==> src/rtl/pltc_map.svh <==
/*
  Register map, field positions and reset values of the panel line timing block.
  Assumes inclusion by bare name from the top module and the checker.
*/
`ifndef PLTC_MAP_SVH
`define PLTC_MAP_SVH

// ==========================================================
// Register byte offsets
`define PLTC_OFF_CTRL 8'h00
`define PLTC_OFF_TIM0 8'h04
`define PLTC_OFF_TIM2 8'h08
`define PLTC_OFF_STAT 8'h0c
`define PLTC_OFF_ICLR 8'h10
`define PLTC_OFF_IEN 8'h14

// ==========================================================
// Control word fields
`define PLTC_CTRL_ON_BIT 0
`define PLTC_CTRL_MONO_BIT 1
`define PLTC_CTRL_ACT_BIT 7
`define PLTC_CTRL_MASK 32'h00000083
`define PLTC_CTRL_RST 32'h00000000

// ==========================================================
// Timing word two fields
`define PLTC_TIM2_INV_BIT 0
`define PLTC_TIM2_MASK 32'h00000001

// ==========================================================
// Line timing fields
`define PLTC_LEAD_HI 31
`define PLTC_LEAD_LO 24
`define PLTC_TAIL_HI 23
`define PLTC_TAIL_LO 16
`define PLTC_PW_HI 15
`define PLTC_PW_LO 10
`define PLTC_PPL_HI 9
`define PLTC_PPL_LO 0

// ==========================================================
// Status and interrupt layout
`define PLTC_EV_W 2
`define PLTC_EV_FRAME 0
`define PLTC_EV_LINE 1

// ==========================================================
// Panel data lanes
`define PLTC_MONO_MASK 16'h000f
`define PLTC_COLOR_MASK 16'h00ff
`define PLTC_ACT_MASK 16'hffff

`endif

==> src/rtl/pltc_pkg.sv <==
/*
  Types shared by the panel line timing block.
  Assumes nothing of its surroundings.
*/
package pltc_pkg;
  typedef logic [31:0] pltc_word_t;
  typedef logic [15:0] pltc_pix_t;
  typedef logic [9:0] pltc_cnt_t;
  typedef enum logic [2:0] {
    PLTC_IDLE,
    PLTC_LEAD,
    PLTC_PIXELS,
    PLTC_TAIL,
    PLTC_PULSE
  } pltc_state_t;
endpackage : pltc_pkg

==> src/rtl/pltc_top.sv <==
/*
  Horizontal line timing generator of a flat panel controller with its
  AHB-Lite register slave and interrupt logic.
  Assumes a single AHB-Lite master doing whole-word single transfers, a
  free-running pixel reference clock from outside the hclk domain, and
  pixel data presented by same-clock upstream logic on request.
*/
`timescale 1ns/10ps
`default_nettype none
`include "pltc_map.svh"

module pltc_top
  import pltc_pkg::*;
#(
  parameter int FRAME_LINES = 240
) (
  // Clock and reset
  input wire logic hclk,
  input wire logic hresetn,
  // AHB-Lite slave
  input wire logic hsel,
  input wire logic [7:0] haddr,
  input wire logic [1:0] htrans,
  input wire logic hwrite,
  input wire logic [2:0] hsize,
  input wire logic hready,
  input wire pltc_pkg::pltc_word_t hwdata,
  output pltc_pkg::pltc_word_t hrdata,
  output logic hreadyout,
  output logic hresp,
  // Pixel source
  input wire pltc_pkg::pltc_pix_t pixel_data,
  output logic pixel_req,
  // Panel link
  input wire logic pix_ref_clk,
  output logic pixel_clock_pin,
  output logic line_clock_pin,
  output pltc_pkg::pltc_pix_t panel_data_pins,
  // Interrupt
  output logic irq
);
  import pltc_pkg::*;

  localparam int LW = $clog2(FRAME_LINES);

  // ==========================================================
  // Helpers
  function automatic pltc_pix_t lane_mask(input pltc_pix_t d, input logic act,
                                          input logic mono);
    if (act)
      lane_mask = d & `PLTC_ACT_MASK;
    else if (mono)
      lane_mask = d & `PLTC_MONO_MASK;
    else
      lane_mask = d & `PLTC_COLOR_MASK;
  endfunction : lane_mask

  // ==========================================================
  // Register state
  pltc_word_t ctrl_r, ctrl_nxt;
  pltc_word_t tim0_r, tim0_nxt;
  pltc_word_t tim2_r, tim2_nxt;
  logic [`PLTC_EV_W-1:0] stat_r, stat_nxt;
  logic [`PLTC_EV_W-1:0] ien_r, ien_nxt;
  logic wr_pend_r, wr_pend_nxt;
  logic [7:0] addr_r, addr_nxt;
  pltc_word_t hrdata_r, hrdata_nxt;
  logic [`PLTC_EV_W-1:0] ev;
  logic sel_ok;

  // ==========================================================
  // Timing state
  pltc_state_t state_r, state_nxt;
  pltc_cnt_t cnt_r, cnt_nxt;
  logic [LW-1:0] line_r, line_nxt;
  pltc_pix_t data_r, data_nxt;
  logic pclk_r, pclk_nxt;
  logic lclk_r, lclk_nxt;
  logic ref_s1_r, ref_s2_r, ref_s3_r;
  logic tick;

  logic ctrl_on, mono, act, inv;
  assign ctrl_on = ctrl_r[`PLTC_CTRL_ON_BIT];
  assign mono = ctrl_r[`PLTC_CTRL_MONO_BIT];
  assign act = ctrl_r[`PLTC_CTRL_ACT_BIT];
  assign inv = tim2_r[`PLTC_TIM2_INV_BIT];

  // ==========================================================
  // Bus slave: zero wait states, always OKAY
  assign hreadyout = 1'b1;
  assign hresp = 1'b0;
  assign hrdata = hrdata_r;
  assign sel_ok = hsel & hready & htrans[1];

  always_comb begin
    ctrl_nxt = ctrl_r;
    tim0_nxt = tim0_r;
    tim2_nxt = tim2_r;
    stat_nxt = stat_r;
    ien_nxt = ien_r;
    hrdata_nxt = hrdata_r;
    wr_pend_nxt = sel_ok & hwrite;
    // Address phase is held so the write lands at the end of its data phase
    addr_nxt = sel_ok ? haddr : addr_r;
    if (wr_pend_r) begin
      case (addr_r)
        `PLTC_OFF_CTRL: ctrl_nxt = hwdata & `PLTC_CTRL_MASK;
        `PLTC_OFF_TIM0: tim0_nxt = hwdata;
        `PLTC_OFF_TIM2: tim2_nxt = hwdata & `PLTC_TIM2_MASK;
        `PLTC_OFF_ICLR: stat_nxt = stat_r & ~hwdata[`PLTC_EV_W-1:0];
        `PLTC_OFF_IEN: ien_nxt = hwdata[`PLTC_EV_W-1:0];
        default: ;
      endcase
    end
    // Set wins over a clear in the same cycle
    stat_nxt = stat_nxt | ev;
    // Read data loads at the address edge and stands through the data phase
    if (sel_ok && !hwrite) begin
      case (haddr)
        `PLTC_OFF_CTRL: hrdata_nxt = ctrl_r | ~`PLTC_CTRL_MASK;
        `PLTC_OFF_TIM0: hrdata_nxt = tim0_r;
        `PLTC_OFF_TIM2: hrdata_nxt = tim2_r | ~`PLTC_TIM2_MASK;
        `PLTC_OFF_STAT: hrdata_nxt = {{(32-`PLTC_EV_W){1'b0}}, stat_r};
        `PLTC_OFF_IEN: hrdata_nxt = {{(32-`PLTC_EV_W){1'b0}}, ien_r};
        default: hrdata_nxt = 32'h00000000;
      endcase
    end
  end

  always_ff @(posedge hclk or negedge hresetn) begin
    if (!hresetn) begin
      ctrl_r <= `PLTC_CTRL_RST;
      tim0_r <= 32'h00000000;
      tim2_r <= 32'h00000000;
      stat_r <= '0;
      ien_r <= '0;
      wr_pend_r <= 1'b0;
      addr_r <= 8'h00;
      hrdata_r <= 32'h00000000;
    end else begin
      ctrl_r <= ctrl_nxt;
      tim0_r <= tim0_nxt;
      tim2_r <= tim2_nxt;
      stat_r <= stat_nxt;
      ien_r <= ien_nxt;
      wr_pend_r <= wr_pend_nxt;
      addr_r <= addr_nxt;
      hrdata_r <= hrdata_nxt;
    end
  end

  // Level output; it drops only when software clears or masks the flag
  // enabled flags raise the request
  assign irq = |(stat_r & ien_r);

  // ==========================================================
  // Pixel reference synchroniser and edge finder
  always_ff @(posedge hclk or negedge hresetn) begin
    if (!hresetn) begin
      ref_s1_r <= 1'b0;
      ref_s2_r <= 1'b0;
      ref_s3_r <= 1'b0;
    end else begin
      ref_s1_r <= pix_ref_clk;
      ref_s2_r <= ref_s1_r;
      ref_s3_r <= ref_s2_r;
    end
  end

  assign tick = ref_s2_r & ~ref_s3_r;
  assign pixel_req = tick && (state_r == PLTC_PIXELS);

  // ==========================================================
  // Line sequencer
  // Timing fields are read live; software keeps them still while running.
  always_comb begin
    state_nxt = state_r;
    cnt_nxt = cnt_r;
    line_nxt = line_r;
    data_nxt = data_r;
    ev = '0;
    case (state_r)
      PLTC_IDLE: begin
        data_nxt = 16'h0000;
        if (ctrl_on) begin
          state_nxt = PLTC_LEAD;
          cnt_nxt = {2'b00, tim0_r[`PLTC_LEAD_HI:`PLTC_LEAD_LO]};
          // An enable from idle starts a fresh frame at line zero
          line_nxt = '0;
        end
      end
      PLTC_LEAD: begin
        if (tick) begin
          if (cnt_r == 10'h000) begin
            state_nxt = PLTC_PIXELS;
            cnt_nxt = tim0_r[`PLTC_PPL_HI:`PLTC_PPL_LO];
          end else
            cnt_nxt = cnt_r - 10'h001;
        end
      end
      PLTC_PIXELS: begin
        if (tick) begin
          data_nxt = lane_mask(pixel_data, act, mono);
          if (cnt_r == 10'h000) begin
            state_nxt = PLTC_TAIL;
            cnt_nxt = {2'b00, tim0_r[`PLTC_TAIL_HI:`PLTC_TAIL_LO]};
          end else
            cnt_nxt = cnt_r - 10'h001;
        end
      end
      PLTC_TAIL: begin
        if (tick) begin
          if (cnt_r == 10'h000) begin
            state_nxt = PLTC_PULSE;
            cnt_nxt = {4'h0, tim0_r[`PLTC_PW_HI:`PLTC_PW_LO]};
          end else
            cnt_nxt = cnt_r - 10'h001;
        end
      end
      PLTC_PULSE: begin
        if (tick) begin
          if (cnt_r == 10'h000) begin
            ev[`PLTC_EV_LINE] = 1'b1;
            state_nxt = PLTC_LEAD;
            cnt_nxt = {2'b00, tim0_r[`PLTC_LEAD_HI:`PLTC_LEAD_LO]};
            line_nxt = line_r + 1'b1;
            if (line_r == LW'(FRAME_LINES - 1)) begin
              line_nxt = '0;
              if (!ctrl_on) begin
                state_nxt = PLTC_IDLE;
                ev[`PLTC_EV_FRAME] = 1'b1;
              end
            end
          end else
            cnt_nxt = cnt_r - 10'h001;
        end
      end
      default: state_nxt = PLTC_IDLE;
    endcase
    // Pin follows the synchronised reference, so it lags the link clock by three cycles
    // passive gates pixel clock outside pixels
    pclk_nxt = (state_r != PLTC_IDLE) && ref_s2_r && (act || (state_r == PLTC_PIXELS));
    lclk_nxt = (state_nxt == PLTC_PULSE) ^ inv;
  end

  always_ff @(posedge hclk or negedge hresetn) begin
    if (!hresetn) begin
      state_r <= PLTC_IDLE;
      cnt_r <= 10'h000;
      line_r <= '0;
      data_r <= 16'h0000;
      pclk_r <= 1'b0;
      lclk_r <= 1'b0;
    end else begin
      state_r <= state_nxt;
      cnt_r <= cnt_nxt;
      line_r <= line_nxt;
      data_r <= data_nxt;
      pclk_r <= pclk_nxt;
      lclk_r <= lclk_nxt;
    end
  end

  assign pixel_clock_pin = pclk_r;
  assign line_clock_pin = lclk_r;
  assign panel_data_pins = data_r;

endmodule : pltc_top
`default_nettype wire

==> config.mk <==
export PLATFORM = sky130hd
export DESIGN_NAME = pltc_top
export DESIGN_NICKNAME = d
export VERILOG_FILES = /design/src/rtl/pltc_pkg.sv /design/src/rtl/pltc_top.sv
export VERILOG_INCLUDE_DIRS = /design/src /design/src/rtl
export SDC_FILE = /design/constraint.sdc
export NUM_CORES = 1
export LEC_CHECK = 0
export BUFFER_PORTS_ARGS = -buffer_cell sky130_fd_sc_hd__buf_2
export CORE_MARGIN = 8
export CORE_UTILIZATION = 50
export CTS_CLUSTER_DIAMETER = 120
export DETAILED_ROUTE_END_ITERATION = 7
export PLACE_DENSITY = 0.83
export SYNTH_ARGS = -nofsm -noshare
export SYNTH_HDL_FRONTEND = slang
export SYNTH_SLANG_ARGS = --single-unit
export TNS_END_PERCENT = 10
==> constraint.sdc <==
create_clock -name hclk -period 5.42 [get_ports hclk]
set_input_delay 1.084 -clock hclk [delete_from_list [all_inputs] [get_ports hclk]]
set_output_delay 1.084 -clock hclk [all_outputs]
set_load 0.01 [all_outputs]
Word level (Yosys, flattened, before mapping)
Cells that the tools add are included. W data, S select, Z words.

Input port bits: 67. Bits in registers: 123. Output and inout bits: 54. Word-level logic and storage cells: 110.

Reduce and logical (&&, ||, !) cells: 22. Bitwise logic cells: 10. Muxes and demuxes: 39. Equality and inequality tests: 20. Add/sub/neg operators: 2.

Operators with widths (count): $pmux W32 S5 (1); $mux W10 (9); $pmux W10 S5 (1); $mux W8 (5); $mux W16 (2); $pmux W16 S2 (1); $mux W3 (9); $eq A8 B4 Y1 const B (3); $eq A8 B5 Y1 const B (3); $eq A8 B3 Y1 const B (2); $logic_not A8 Y1 (2); $pmux W8 S2 (1); $pmux W3 S5 (1); $ne A2 B2 Y1 const B (6); $logic_not A10 Y1 (1); $mux W2 (5); $reduce_and A2 Y1 (5); $sub A10 B1 Y10 const B (1); $add A8 B1 Y8 const B (1); $eq A8 B8 Y1 const B (1); $eq A3 B2 Y1 const B (2); $eq A3 B3 Y1 const B (2); $reduce_and A6 Y1 (1); $reduce_bool A5 Y1 (1); 16 further kinds (27).

Logic depth before layout (Yosys ltp)
Gate-level depths: netlist of the first run.

Depth after elaboration: 7. Depth in mapped cells: 8. Depth with buffers taken out: 7.

Worst setup path after synthesis of the first run
No wires, ideal clock.

Path type: in2reg. From: input port haddr[1]. To: register hrdata_r[21] (netlist: hrdata[21]). Path slack: 3043 ps. Library setup time: 83 ps. Buffers on the path: 2. Data required time: 5337 ps. Arrival time: 2294 ps. Cell stages on the path: 7. Cells stage by stage: nor4_1 > nand2b_1 > nor3_1 > buf_2 > buf_2 > a21oi_1 > o21ai_0.

Cells in the longest elaborated chain, start to end: 2. Elaborated cells between the ends (all ways): 6. Classes of those cells: eq/ne: 4; mux: 1; reduce/logical: 1.

RTL lines: start: declaration (RTL line pltc_top.sv:22) `input wire logic [7:0] haddr,`; $eq A8 B5 Y1, or another cell as far along (RTL line pltc_top.sv:119) `case (haddr)`; $pmux W32 S5 * (RTL line pltc_top.sv:119); end signal: assignment (RTL line pltc_top.sv:148) `hrdata_r <= hrdata_nxt;`; end: declaration (RTL line pltc_top.sv:67) `pltc_word_t hrdata_r, hrdata_nxt;`.

Mark *: on every way between the ends. The rest lies on a longest branch, timed or not. A chain may end at the register's enable or synchronous reset.

Worst setup path after layout of the first run
From: register state_r[0]. To: output port pixel_req.

Cells in the longest elaborated chain, start to end: 2.

RTL lines: start: declaration (RTL line pltc_top.sv:73) `pltc_state_t state_r, state_nxt;`; start signal: assignment (RTL line pltc_top.sv:255) `state_r <= state_nxt;`; $eq A3 B2 Y1 (RTL line pltc_top.sv:171) `assign pixel_req = tick && (state_r == PLTC_PIXELS);`; $logic_and A1 B1 Y1 (RTL line pltc_top.sv:171); end: declaration (RTL line pltc_top.sv:33) `output logic pixel_req,`.

Every way passes these cells.

==> results of run 1 <==
## placed cells by master, fill, tap and decap left out, types with 4 or more instances in the layout
cell type / n
a21oi_1: 37
a22o_1: 14
a22oi_1: 12
a31oi_1: 4
buf_2: 113
buf_4: 6
clkbuf_1: 4
clkbuf_16: 17
dfrtp_1: 123
inv_1: 8
mux2_2: 49
nand2_1: 62
nand2b_1: 8
nand3_1: 10
nor2_1: 28
nor2b_1: 6
nor3_1: 14
o21ai_0: 59
o31ai_1: 7
o41ai_1: 4
xor2_1: 5
## cells by family after synthesis
group	count (synthesis)	share of synthesized area
buffers and inverters	44	0.0382
AO/OA/AOI/OAI	155	0.167
flip-flops	123	0.534
other	2	0.00130
multiplexers	52	0.101
AND/OR/NAND/NOR	159	0.146
XOR/XNOR	5	0.00760
adder cells (fa/ha/maj)	2	0.00434
## critical path: stages, from the launching register on
cell and delay (ps):
dfrtp_1 840, nor2_1 160, nand2_1 160, nor2_1 50
buf_2 160
## registers in the layout, summed over array words and instances, names as in the netlist, 2 cells and up
signal	cells
ien_r	2
hrdata	32
stat_r	2
line_r	8
panel_data_pins	16
tim0_r	32
state_r	3
ctrl_r	3
cnt_r	10
addr_r	8
## per-layer routing
layer  vias up  GRT usage  routed length [um]
met2       135      0.329                7520
met5         -          0                   0
met3        27     0.0489                 675
li1       2159          -                   -
met1      2328      0.246                6230
met4         0     0.0805                 307
## cells in the mapped netlist, drive strengths merged, types with 3 or more instances
| master | number | area share |
|---|---|---|
| inv | 8 | 0.0052 |
| mux2i | 3 | 0.0052 |
| or4 | 3 | 0.0046 |
| nand2b | 8 | 0.0087 |
| nor3 | 17 | 0.017 |
| mux2 | 49 | 0.096 |
| o31ai | 7 | 0.0091 |
| nand3 | 10 | 0.0087 |
| nor2 | 28 | 0.018 |
| a22o | 14 | 0.021 |
| a21oi | 38 | 0.034 |
| o41ai | 4 | 0.0061 |
| dfrtp | 123 | 0.53 |
| nor2b | 6 | 0.0065 |
| a31oi | 4 | 0.0043 |
| xor2 | 5 | 0.0076 |
| nand2 | 63 | 0.041 |
| nand3b | 3 | 0.0039 |
| a22oi | 12 | 0.016 |
| or3b | 3 | 0.0046 |
| and3 | 3 | 0.0033 |
| nor4 | 6 | 0.015 |
| clkbuf | 22 | 0.015 |
| o21ai | 59 | 0.051 |
| buf | 14 | 0.018 |
## power groups by stage
stage / Sequential (W) / Clock [W] / Combinational (W)
2_1_floorplan: 0.00110 / 0 / 0.000474
3_3_place_gp: 0.00114 / 0 / 0.000566
3_5_place_dp: 0.00115 / 0 / 0.000584
4_1_cts: 0.00114 / 0.00113 / 0.000589
5_1_grt: 0.00116 / 0.00117 / 0.000653
6_report: 0.00114 / 0.00112 / 0.000590
## path summary, 6_finish.rpt
check | cells past startpoint | end | slack [ps]
max in group asynchronous | 2 | addr_r[3] | 3450
min in group asynchronous | 1 | panel_data_pins[0] | 810
max | 4 | pixel_req | 2550
max reg2reg | 7 | line_r[7] | 2690
min | 0 | ref_s2_r | 350
min reg2reg | 0 | ref_s2_r | 350
## layout make-up
type,count,area share
Multi-Input combinational cell,375,0.356
Sequential cell,123,0.443
Clock inverter,8,0.0173
Clock buffer,22,0.0654
Tap cell,143,0.0258
Timing Repair Buffer,119,0.0879
Inverter,8,0.00433
## metrics by stage
| step | instance area (um2) | cells |
|---|---|---|
| CTS | 6940 | 798 |
| finish | 6940 | 798 |
| global placement | 6370 | 768 |
| global route | 6940 | 798 |
| detailed placement | 6370 | 768 |
| floorplan | 5760 | 542 |
==> run metrics, run 1 <==
status=complete, no violations; ratio of final minimum period to clock period=0.529; Clk Latency, worst-skew pair=roughly 420 ps; max frequency=349 MHz; width of the die=roughly 120 um; Net Switching=0.000875 W; number of antenna cells inserted=0; P_leak=3.34 nW; WL final=14700 um; worst setup path start=state_r[0]; number of warnings issued by yosys=0; final worst slack=2550 ps; critical path arrival=1790 ps; buffers from clock root to sink, at most=2; Clk Tree Root Cell=clkbuf_16; post-CTS setup buffers=0; final count of pins violating max slew=0; RSZ-0062 raised after global routing=false; number of antenna violations at the first check in global routing=0; area of the placeable core=0.0113 mm2; clk slew on worst S/H paths=50 ps; class of the tightest hold or removal check=flip-flop to flip-flop; maximum number of pins on one net before global-route repair=80; final hold violation count=0; combinational power share=0.207; aggregate global routing overflow=0; tightest slew margin relative to the limit=0.335; worst endpoint required time=about 4300 ps; Syn Area/Cell=10.6 um2; # Max-Cap Violations=0; sequential share of power=0.401; number of flops mapped to enable cells by yosys=0; VDD IR-drop max=0.000238 V; Worst Setup Start Kind=flip-flop; Placer Congestion=0.833; minimum clock period=~2900 ps; final setup violating endpoints=0; vias in the first global route=4745; startpoint of the worst register-to-register path=cnt_r[0]; Num CTS Buffers=17; distinct cell type count after synthesis=60; vias after detailed routing=4649; buffers added on ports=114; switching power share of the total=0.307; count of cells resized by post-cts repair=0; global-route total usage across every layer=0.199; overall power after layout=0.00285 W; cell area after technology mapping=approximately 0.0058 mm2; Ports=121; min-delay src=ref_s1_r; Max FO, Critical Path=21; Vert. Die Dim=123 um; global-route wire length before repair=around 24000 um; fraction of power consumed by the clock network=0.392; Area Growth Syn to Fin=20.6%; TritonCTS clock tree=done; area occupied by registers=0.00308 mm2; detailed-router iteration count before antenna repair=4; average detailed-routed wire length per instance=~18 um; Primary FF master, synth=dfrtp_1; deepest level of the CTS H-tree=4; post-route ant nets=0; Finished Core Util=0.613; Rows=39; hold-fix buffers at CTS=0; number of inserted filler cells in the final layout=907; share of the yosys chip area belonging to registers=0.534; internal power of the cells=0.00197 W; slew of the pin with the lowest slew margin=997 ps; Post-Route Skew=approximately 7.1 ps; HPWL after detailed placement=10200 um; number of standard cells after synthesis=roughly 540; number of synthesized register bits=approximately 120; floorplan die area=0.0152 mm2; net count after synthesis=611; multi-input logic area=0.00247 mm2; detailed router's first-iteration violation count=304; final worst hold slack=roughly 350 ps; via density per instance=around 5.8; DP Worst Slack=2240 ps; CP endpoint kind=output pin; net count of the finished layout=713; initial core utilization=0.509; fraction of final layout cells sized beyond drive strength 1=0.321; proportion of synthesized flip-flops having asynchronous set or reset=1.00; Clock Sink Count=123; total negative setup slack=0 ps; PwrDens=410 mW/mm2; CP Class=flip-flop to output pin; DRC violations left=0
Note: power is estimated with default switching activity, not from simulation.
==> run 2, diff against run 1 <==
--- a/config.mk
+++ b/config.mk
@@ -8,10 +8,10 @@
 export LEC_CHECK = 0
 export BUFFER_PORTS_ARGS = -buffer_cell sky130_fd_sc_hd__buf_2
 export CORE_MARGIN = 8
-export CORE_UTILIZATION = 50
+export CORE_UTILIZATION = 49
 export CTS_CLUSTER_DIAMETER = 120
 export DETAILED_ROUTE_END_ITERATION = 7
-export PLACE_DENSITY = 0.83
+export PLACE_DENSITY = 0.85
 export SYNTH_ARGS = -nofsm -noshare
 export SYNTH_HDL_FRONTEND = slang
 export SYNTH_SLANG_ARGS = --single-unit
==> constraint.sdc (replaced) <==
create_clock -name hclk -period 2.5 [get_ports hclk]
set_input_delay 0.5 -clock hclk [delete_from_list [all_inputs] [get_ports hclk]]
set_output_delay 0.5 -clock hclk [all_outputs]
set_load 0.01 [all_outputs]
==> run metrics, run 2 (synthesis gave the netlist of run 1 again) <==
maximum number of pins on one net before global-route repair=49 (-39%); vias after detailed routing=4743 (+2.0%); layer with the highest usage after global routing=met2; family with the most delay on the worst path=flip-flops; met3 demand-to-capacity share in global routing=0.0574 (+0.00859); Area Growth Syn to Fin=23.7%; internal power of the cells=0.00460 W (+130%); number of inserted filler cells in the final layout=878 (-3.2%); commonest non-fill, non-tap cells in the layout=dfrtp_1, buf_2, nand2_1; area occupied by registers=0.00308 mm2 (unchanged); max frequency=about 430 MHz; status=complete, no violations; RSZ-0062 raised after global routing=false; CP Class=flip-flop to output pin; Clock Sink Count=123 (unchanged); CP endpoint kind=output pin; Worst Setup Start Kind=flip-flop; clk slew on worst S/H paths=50 ps (about the same); TritonCTS clock tree=done; # Max-Cap Violations=0 (unchanged); Max FO, Critical Path=16 (-24%); buffers from clock root to sink, at most=2 (unchanged); global-route wire length before repair=24800 um (+3.7%); ratio of final minimum period to clock period=0.920; buffers added on ports=114 (unchanged); floorplan die area=0.0155 mm2 (+1.8%); P_leak=3.45 nW (+3.2%); final setup violating endpoints=0 (unchanged); most common cell type on the critical path=nor2_1; Vert. Die Dim=124 um (+0.88%); HPWL after detailed placement=10800 um (+6.2%); Clk Tree Root Cell=clkbuf_16; fraction of final layout cells sized beyond drive strength 1=0.333 (+0.0127); average detailed-routed wire length per instance=18.8 um (+1.8%); switching power share of the total=0.293 (-0.0143); aggregate global routing overflow=0 (unchanged); delay of the slowest cell on the worst path=600 ps (-240 ps); combinational power share=0.216 (+0.009); width of the die=124 um (+0.88%); post-route ant nets=0 (unchanged); Bufs and invs on worst path=2 (+1); multi-input logic area=0.00247 mm2 (unchanged); total negative setup slack=0 ps (unchanged); Rows=39 (unchanged); detailed-router iteration count before antenna repair=4 (unchanged); post-CTS setup buffers=0 (unchanged); count of cells resized by post-cts repair=0 (unchanged); class of the tightest hold or removal check=input pin to flip-flop; slew of the pin with the lowest slew margin=828 ps (-169 ps); worst endpoint required time=2000 ps (-2340 ps); minimum clock period=2300 ps; area of the placeable core=0.0115 mm2 (+1.3%); deepest level of the CTS H-tree=4 (unchanged); hold-fix buffers at CTS=1 (+1); final hold violation count=0 (unchanged); initial core utilization=0.502 (-0.00649); Num CTS Buffers=17 (unchanged); DRC violations left=0 (unchanged); vias in the first global route=4852 (+2.3%); cell-by-cell listing of the critical path=buf_4 > nor2_1 > nand2_1 > nor2_1 > buf_2; WL final=15300 um (+3.6%); commonest non-fill, non-tap cell in the layout=dfrtp_1; Post-Route Skew=9.95 ps (+2.87 ps); Clk Latency, worst-skew pair=410 ps (about the same); critical path arrival=1800 ps (about the same); tightest slew margin relative to the limit=0.448 (+0.113); detailed router's first-iteration violation count=312 (+2.6%); final count of pins violating max slew=0 (unchanged); Placer Congestion=0.839 (+0.64%); sequential share of power=0.376 (-0.025); global-route total usage across every layer=0.194 (-0.00453); PwrDens=912 mW/mm2 (+120%); GR Layer Usage met2=0.328 (-0.000742); overall power after layout=0.00650 W (+130%); number of antenna violations at the first check in global routing=0 (unchanged); net count of the finished layout=726 (+1.8%); fraction of power consumed by the clock network=0.408 (+0.016); Ports=121 (unchanged); number of antenna cells inserted=0 (unchanged); cell with the largest stage delay on the worst path=dfrtp_1; VDD IR-drop max=0.000539 V (+130%); GR met1 Demand/Resource=0.234 (-0.0123); Net Switching=0.00190 W (+120%); via density per instance=5.84 (+0.26%)
[run 2: cell count changes in the layout (fill, tap and decap cells not counted)]
cell	delta
clkbuf_8	+1
bufinv_16	+2
dlygate4sd3_1	+1
buf_4	+10
buf_12	+2
clkinvlp_4	-2
[run 2: power groups by stage]
| stage | Combinational (W) | Clock, W | Sequential [W] |
|---|---|---|---|
| floorplan | 0.00103 | 0 | 0.00239 |
| global placement | 0.00136 | 0 | 0.00245 |
| detailed placement | 0.00139 | 0 | 0.00247 |
| CTS | 0.00140 | 0.00267 | 0.00244 |
| global route | 0.00154 | 0.00277 | 0.00247 |
| finish | 0.00140 | 0.00265 | 0.00244 |
[run 2: path summary, 6_finish.rpt]
| kind | startpoint | end | slack (ps) | cells after the start |
|---|---|---|---|---|
| max in group asynchronous | hresetn | tim0_r[28] | 1330 | 3 |
| max | state_r[0] | pixel_req | 200 | 5 |
| min reg2reg | ref_s1_r | ref_s2_r | 360 | 0 |
| min in group asynchronous | hresetn | panel_data_pins[1] | 490 | 2 |
| min | pix_ref_clk | ref_s1_r | 200 | 1 |
| max reg2reg | cnt_r[0] | line_r[6] | 270 | 6 |
[run 2: metal layers]
metal  vias up  share of wire
met2       161           0.51
met3        15          0.052
met5         -              0
li1       2195              -
met4         0          0.014
met1      2372           0.42
[run 2: cell type report]
type	count	share of cell area
sequential	123	0.432
multi-input combinational	375	0.347
timing repair buffer	132	0.103
clock buffer	23	0.0657
tap	143	0.0251
clock inverter	8	0.0232
inverter	8	0.00421
[run 2: per-stage QoR]
stage | util | std cells | cell area [um2] | worst slack [ps] | hold WS (ps)
2_1_floorplan | - | 542 | 5760 | 523 | 204
3_3_place_gp | 0.565 | 780 | 6480 | 373 | 334
3_5_place_dp | 0.565 | 780 | 6480 | 201 | 337
4_1_cts | 0.621 | 812 | 7130 | 182 | 183
5_1_grt | 0.621 | 812 | 7130 | 73.2 | 185
6_report | 0.621 | 812 | 7130 | 200 | 200
==> run 3, diff against run 2 <==
--- a/config.mk
+++ b/config.mk
@@ -11,7 +11,7 @@
 export CORE_UTILIZATION = 49
 export CTS_CLUSTER_DIAMETER = 120
 export DETAILED_ROUTE_END_ITERATION = 7
-export PLACE_DENSITY = 0.85
+export PLACE_DENSITY = 0.73
 export SYNTH_ARGS = -nofsm -noshare
 export SYNTH_HDL_FRONTEND = slang
 export SYNTH_SLANG_ARGS = --single-unit
==> run metrics, run 3 (synthesis gave the netlist of run 1 again) <==
status=complete, no violations; critical path arrival=2490 ps (+690 ps); commonest non-fill, non-tap cell in the layout=dfrtp_1; Vert. Die Dim=124 um (unchanged); width of the die=124 um (unchanged); floorplan die area=0.0155 mm2 (unchanged); total negative setup slack=0 ps (unchanged); Ports=121 (unchanged); initial core utilization=0.502 (unchanged); clk slew on worst S/H paths=60 ps (about the same); PwrDens=893 mW/mm2 (-2.1%); Finished Core Util=0.617 (-0.00491); worst endpoint required time=2790 ps (+790 ps); Placed Instance Area=0.00648 mm2 (-0.12%); tightest slew margin relative to the limit=0.434 (-0.0140); Placer Congestion=0.874 (+4.2%); fraction of final layout cells sized beyond drive strength 1=0.337 (+0.00349); CP endpoint kind=flip-flop; Clk Latency, worst-skew pair=420 ps (about the same); cell-by-cell listing of the critical path=inv_1 > ha_1 > or3b_2 > nor3_4 > a21oi_2 > o21ai_0 > o31ai_1; max frequency=455 MHz (+4.6%); hold-fix buffers at CTS=0 (-1); detailed router's first-iteration violation count=323 (+3.5%); final worst hold slack=46.3 ps (-153 ps); aggregate global routing overflow=0 (unchanged); commonest non-fill, non-tap cells in the layout=dfrtp_1, buf_2, nand2_1; deepest level of the CTS H-tree=4 (unchanged); detailed-router iteration count before antenna repair=5 (+1); WL final=14600 um (-4.4%); via density per instance=5.80 (-0.66%); Clk Tree Root Cell=clkbuf_16; RSZ-0062 raised after global routing=false; Worst Setup Start Kind=flip-flop; class of the tightest hold or removal check=input pin to asynchronous set/reset pin; final count of pins violating max slew=0 (unchanged); count of cells resized by post-cts repair=0 (unchanged); multi-input logic area=0.00247 mm2 (unchanged); cell with the largest stage delay on the worst path=or3b_2; average detailed-routed wire length per instance=18.0 um (-4.3%); global-route total usage across every layer=0.192 (-0.00297); minimum clock period=2200 ps (-102 ps); number of cells on the worst reg-to-reg path=7 (+1); vias after detailed routing=4706 (-0.78%); Clock Sink Count=123 (unchanged); net count of the finished layout=724 (-0.28%); area of the placeable core=0.0115 mm2 (unchanged); DRC violations left=0 (unchanged); buffers added on ports=114 (unchanged); global-route wire length before repair=24600 um (-0.73%); CP Class=flip-flop to flip-flop; number of antenna violations at the first check in global routing=0 (unchanged); VDD IR-drop max=0.000530 V (-1.7%); Post-Route Skew=7.56 ps (-2.39 ps); post-CTS setup buffers=0 (unchanged); final hold violation count=0 (unchanged); TritonCTS clock tree=done; # Max-Cap Violations=0 (unchanged); P_leak=3.42 nW (-0.88%); final design instance area without fill=0.00707 mm2 (-0.79%); vias in the first global route=4892 (+0.82%); slew of the pin with the lowest slew margin=849 ps (+21.0 ps); HPWL after detailed placement=10400 um (-3.9%); ratio of final minimum period to clock period=0.879 (-0.0408); Num CTS Buffers=17 (unchanged); area occupied by registers=0.00308 mm2 (unchanged); Max FO, Critical Path=9 (-7); maximum number of pins on one net before global-route repair=50 (+2.0%); delay of the slowest cell on the worst path=580 ps (-20 ps); Area Growth Syn to Fin=22.8%; final setup violating endpoints=0 (unchanged); Rows=39 (unchanged); number of antenna cells inserted=0 (unchanged); post-route ant nets=0 (unchanged); number of inserted filler cells in the final layout=883 (+0.57%); buffers from clock root to sink, at most=2 (unchanged)
-- run 3: changes by cell type in the layout (fill, tap and decap cells not counted), sizes merged --
| cell | before | now |
|---|---|---|
| buf | 131 | 130 |
| bufinv | 5 | 3 |
| clkbuf | 23 | 20 |
| clkinv | 3 | 7 |
| clkinvlp | 0 | 2 |
| dlygate4sd3 | 1 | 0 |
-- run 3: final timing paths --
| kind | end | from | slack (ps) |
|---|---|---|---|
| worst min register to register | ref_s2_r | ref_s1_r | 340 |
| worst min-delay path | tim0_r[12] | hresetn | 50 |
| max in group asynchronous | tim0_r[13] | hresetn | 1690 |
| worst max-delay path | line_r[7] | cnt_r[0] | 300 |
| min in group hclk | ref_s1_r | pix_ref_clk | 190 |
| worst max register to register | line_r[7] | cnt_r[0] | 300 |
-- run 3: through the flow --
stage                     instances  power (W)  worst slack (ps)
final                           811    0.00631               302
after global routing            811    0.00660               109
after CTS                       811    0.00633               311
after detailed placement        779    0.00384               283
after global placement          779    0.00379               346
after floorplan                 542    0.00341               523
-- run 3: layout make-up --
cell class,count,share of cell area
Timing Repair Buffer,130,0.102
Clock inverter,12,0.0209
Inverter,8,0.00425
Tap cell,143,0.0253
Sequential cell,123,0.435
Multi-Input combinational cell,375,0.349
Clock buffer,20,0.0632
-- run 3: worst max-delay path, delay by kind of cell, from the launching register on --
kind | cells | cell delay, ps
fa+ha+maj | 1 | 200
flops | 1 | 420
buf+inv | 1 | 70
simple gates | 2 | 860
compound gates | 3 | 510
-- run 3: metal layers --
metal,track usage,share of wire,vias up
met4,0.0893,0.025,0
met5,0,0,-
li1,-,-,2183
met2,0.315,0.51,129
met3,0.0400,0.037,33
met1,0.236,0.43,2361
-- run 3: power by group --
part / internal (W) / total, W / leakage [nW] / switching, W
Sequential: 0.00219 / 0.00244 / 1.66 / 0.000250
Combinational: 0.000577 / 0.00140 / 1.46 / 0.000822
Clock: 0.00158 / 0.00247 / 0.290 / 0.000890
Total: 0.00435 / 0.00631 / 3.42 / 0.00196
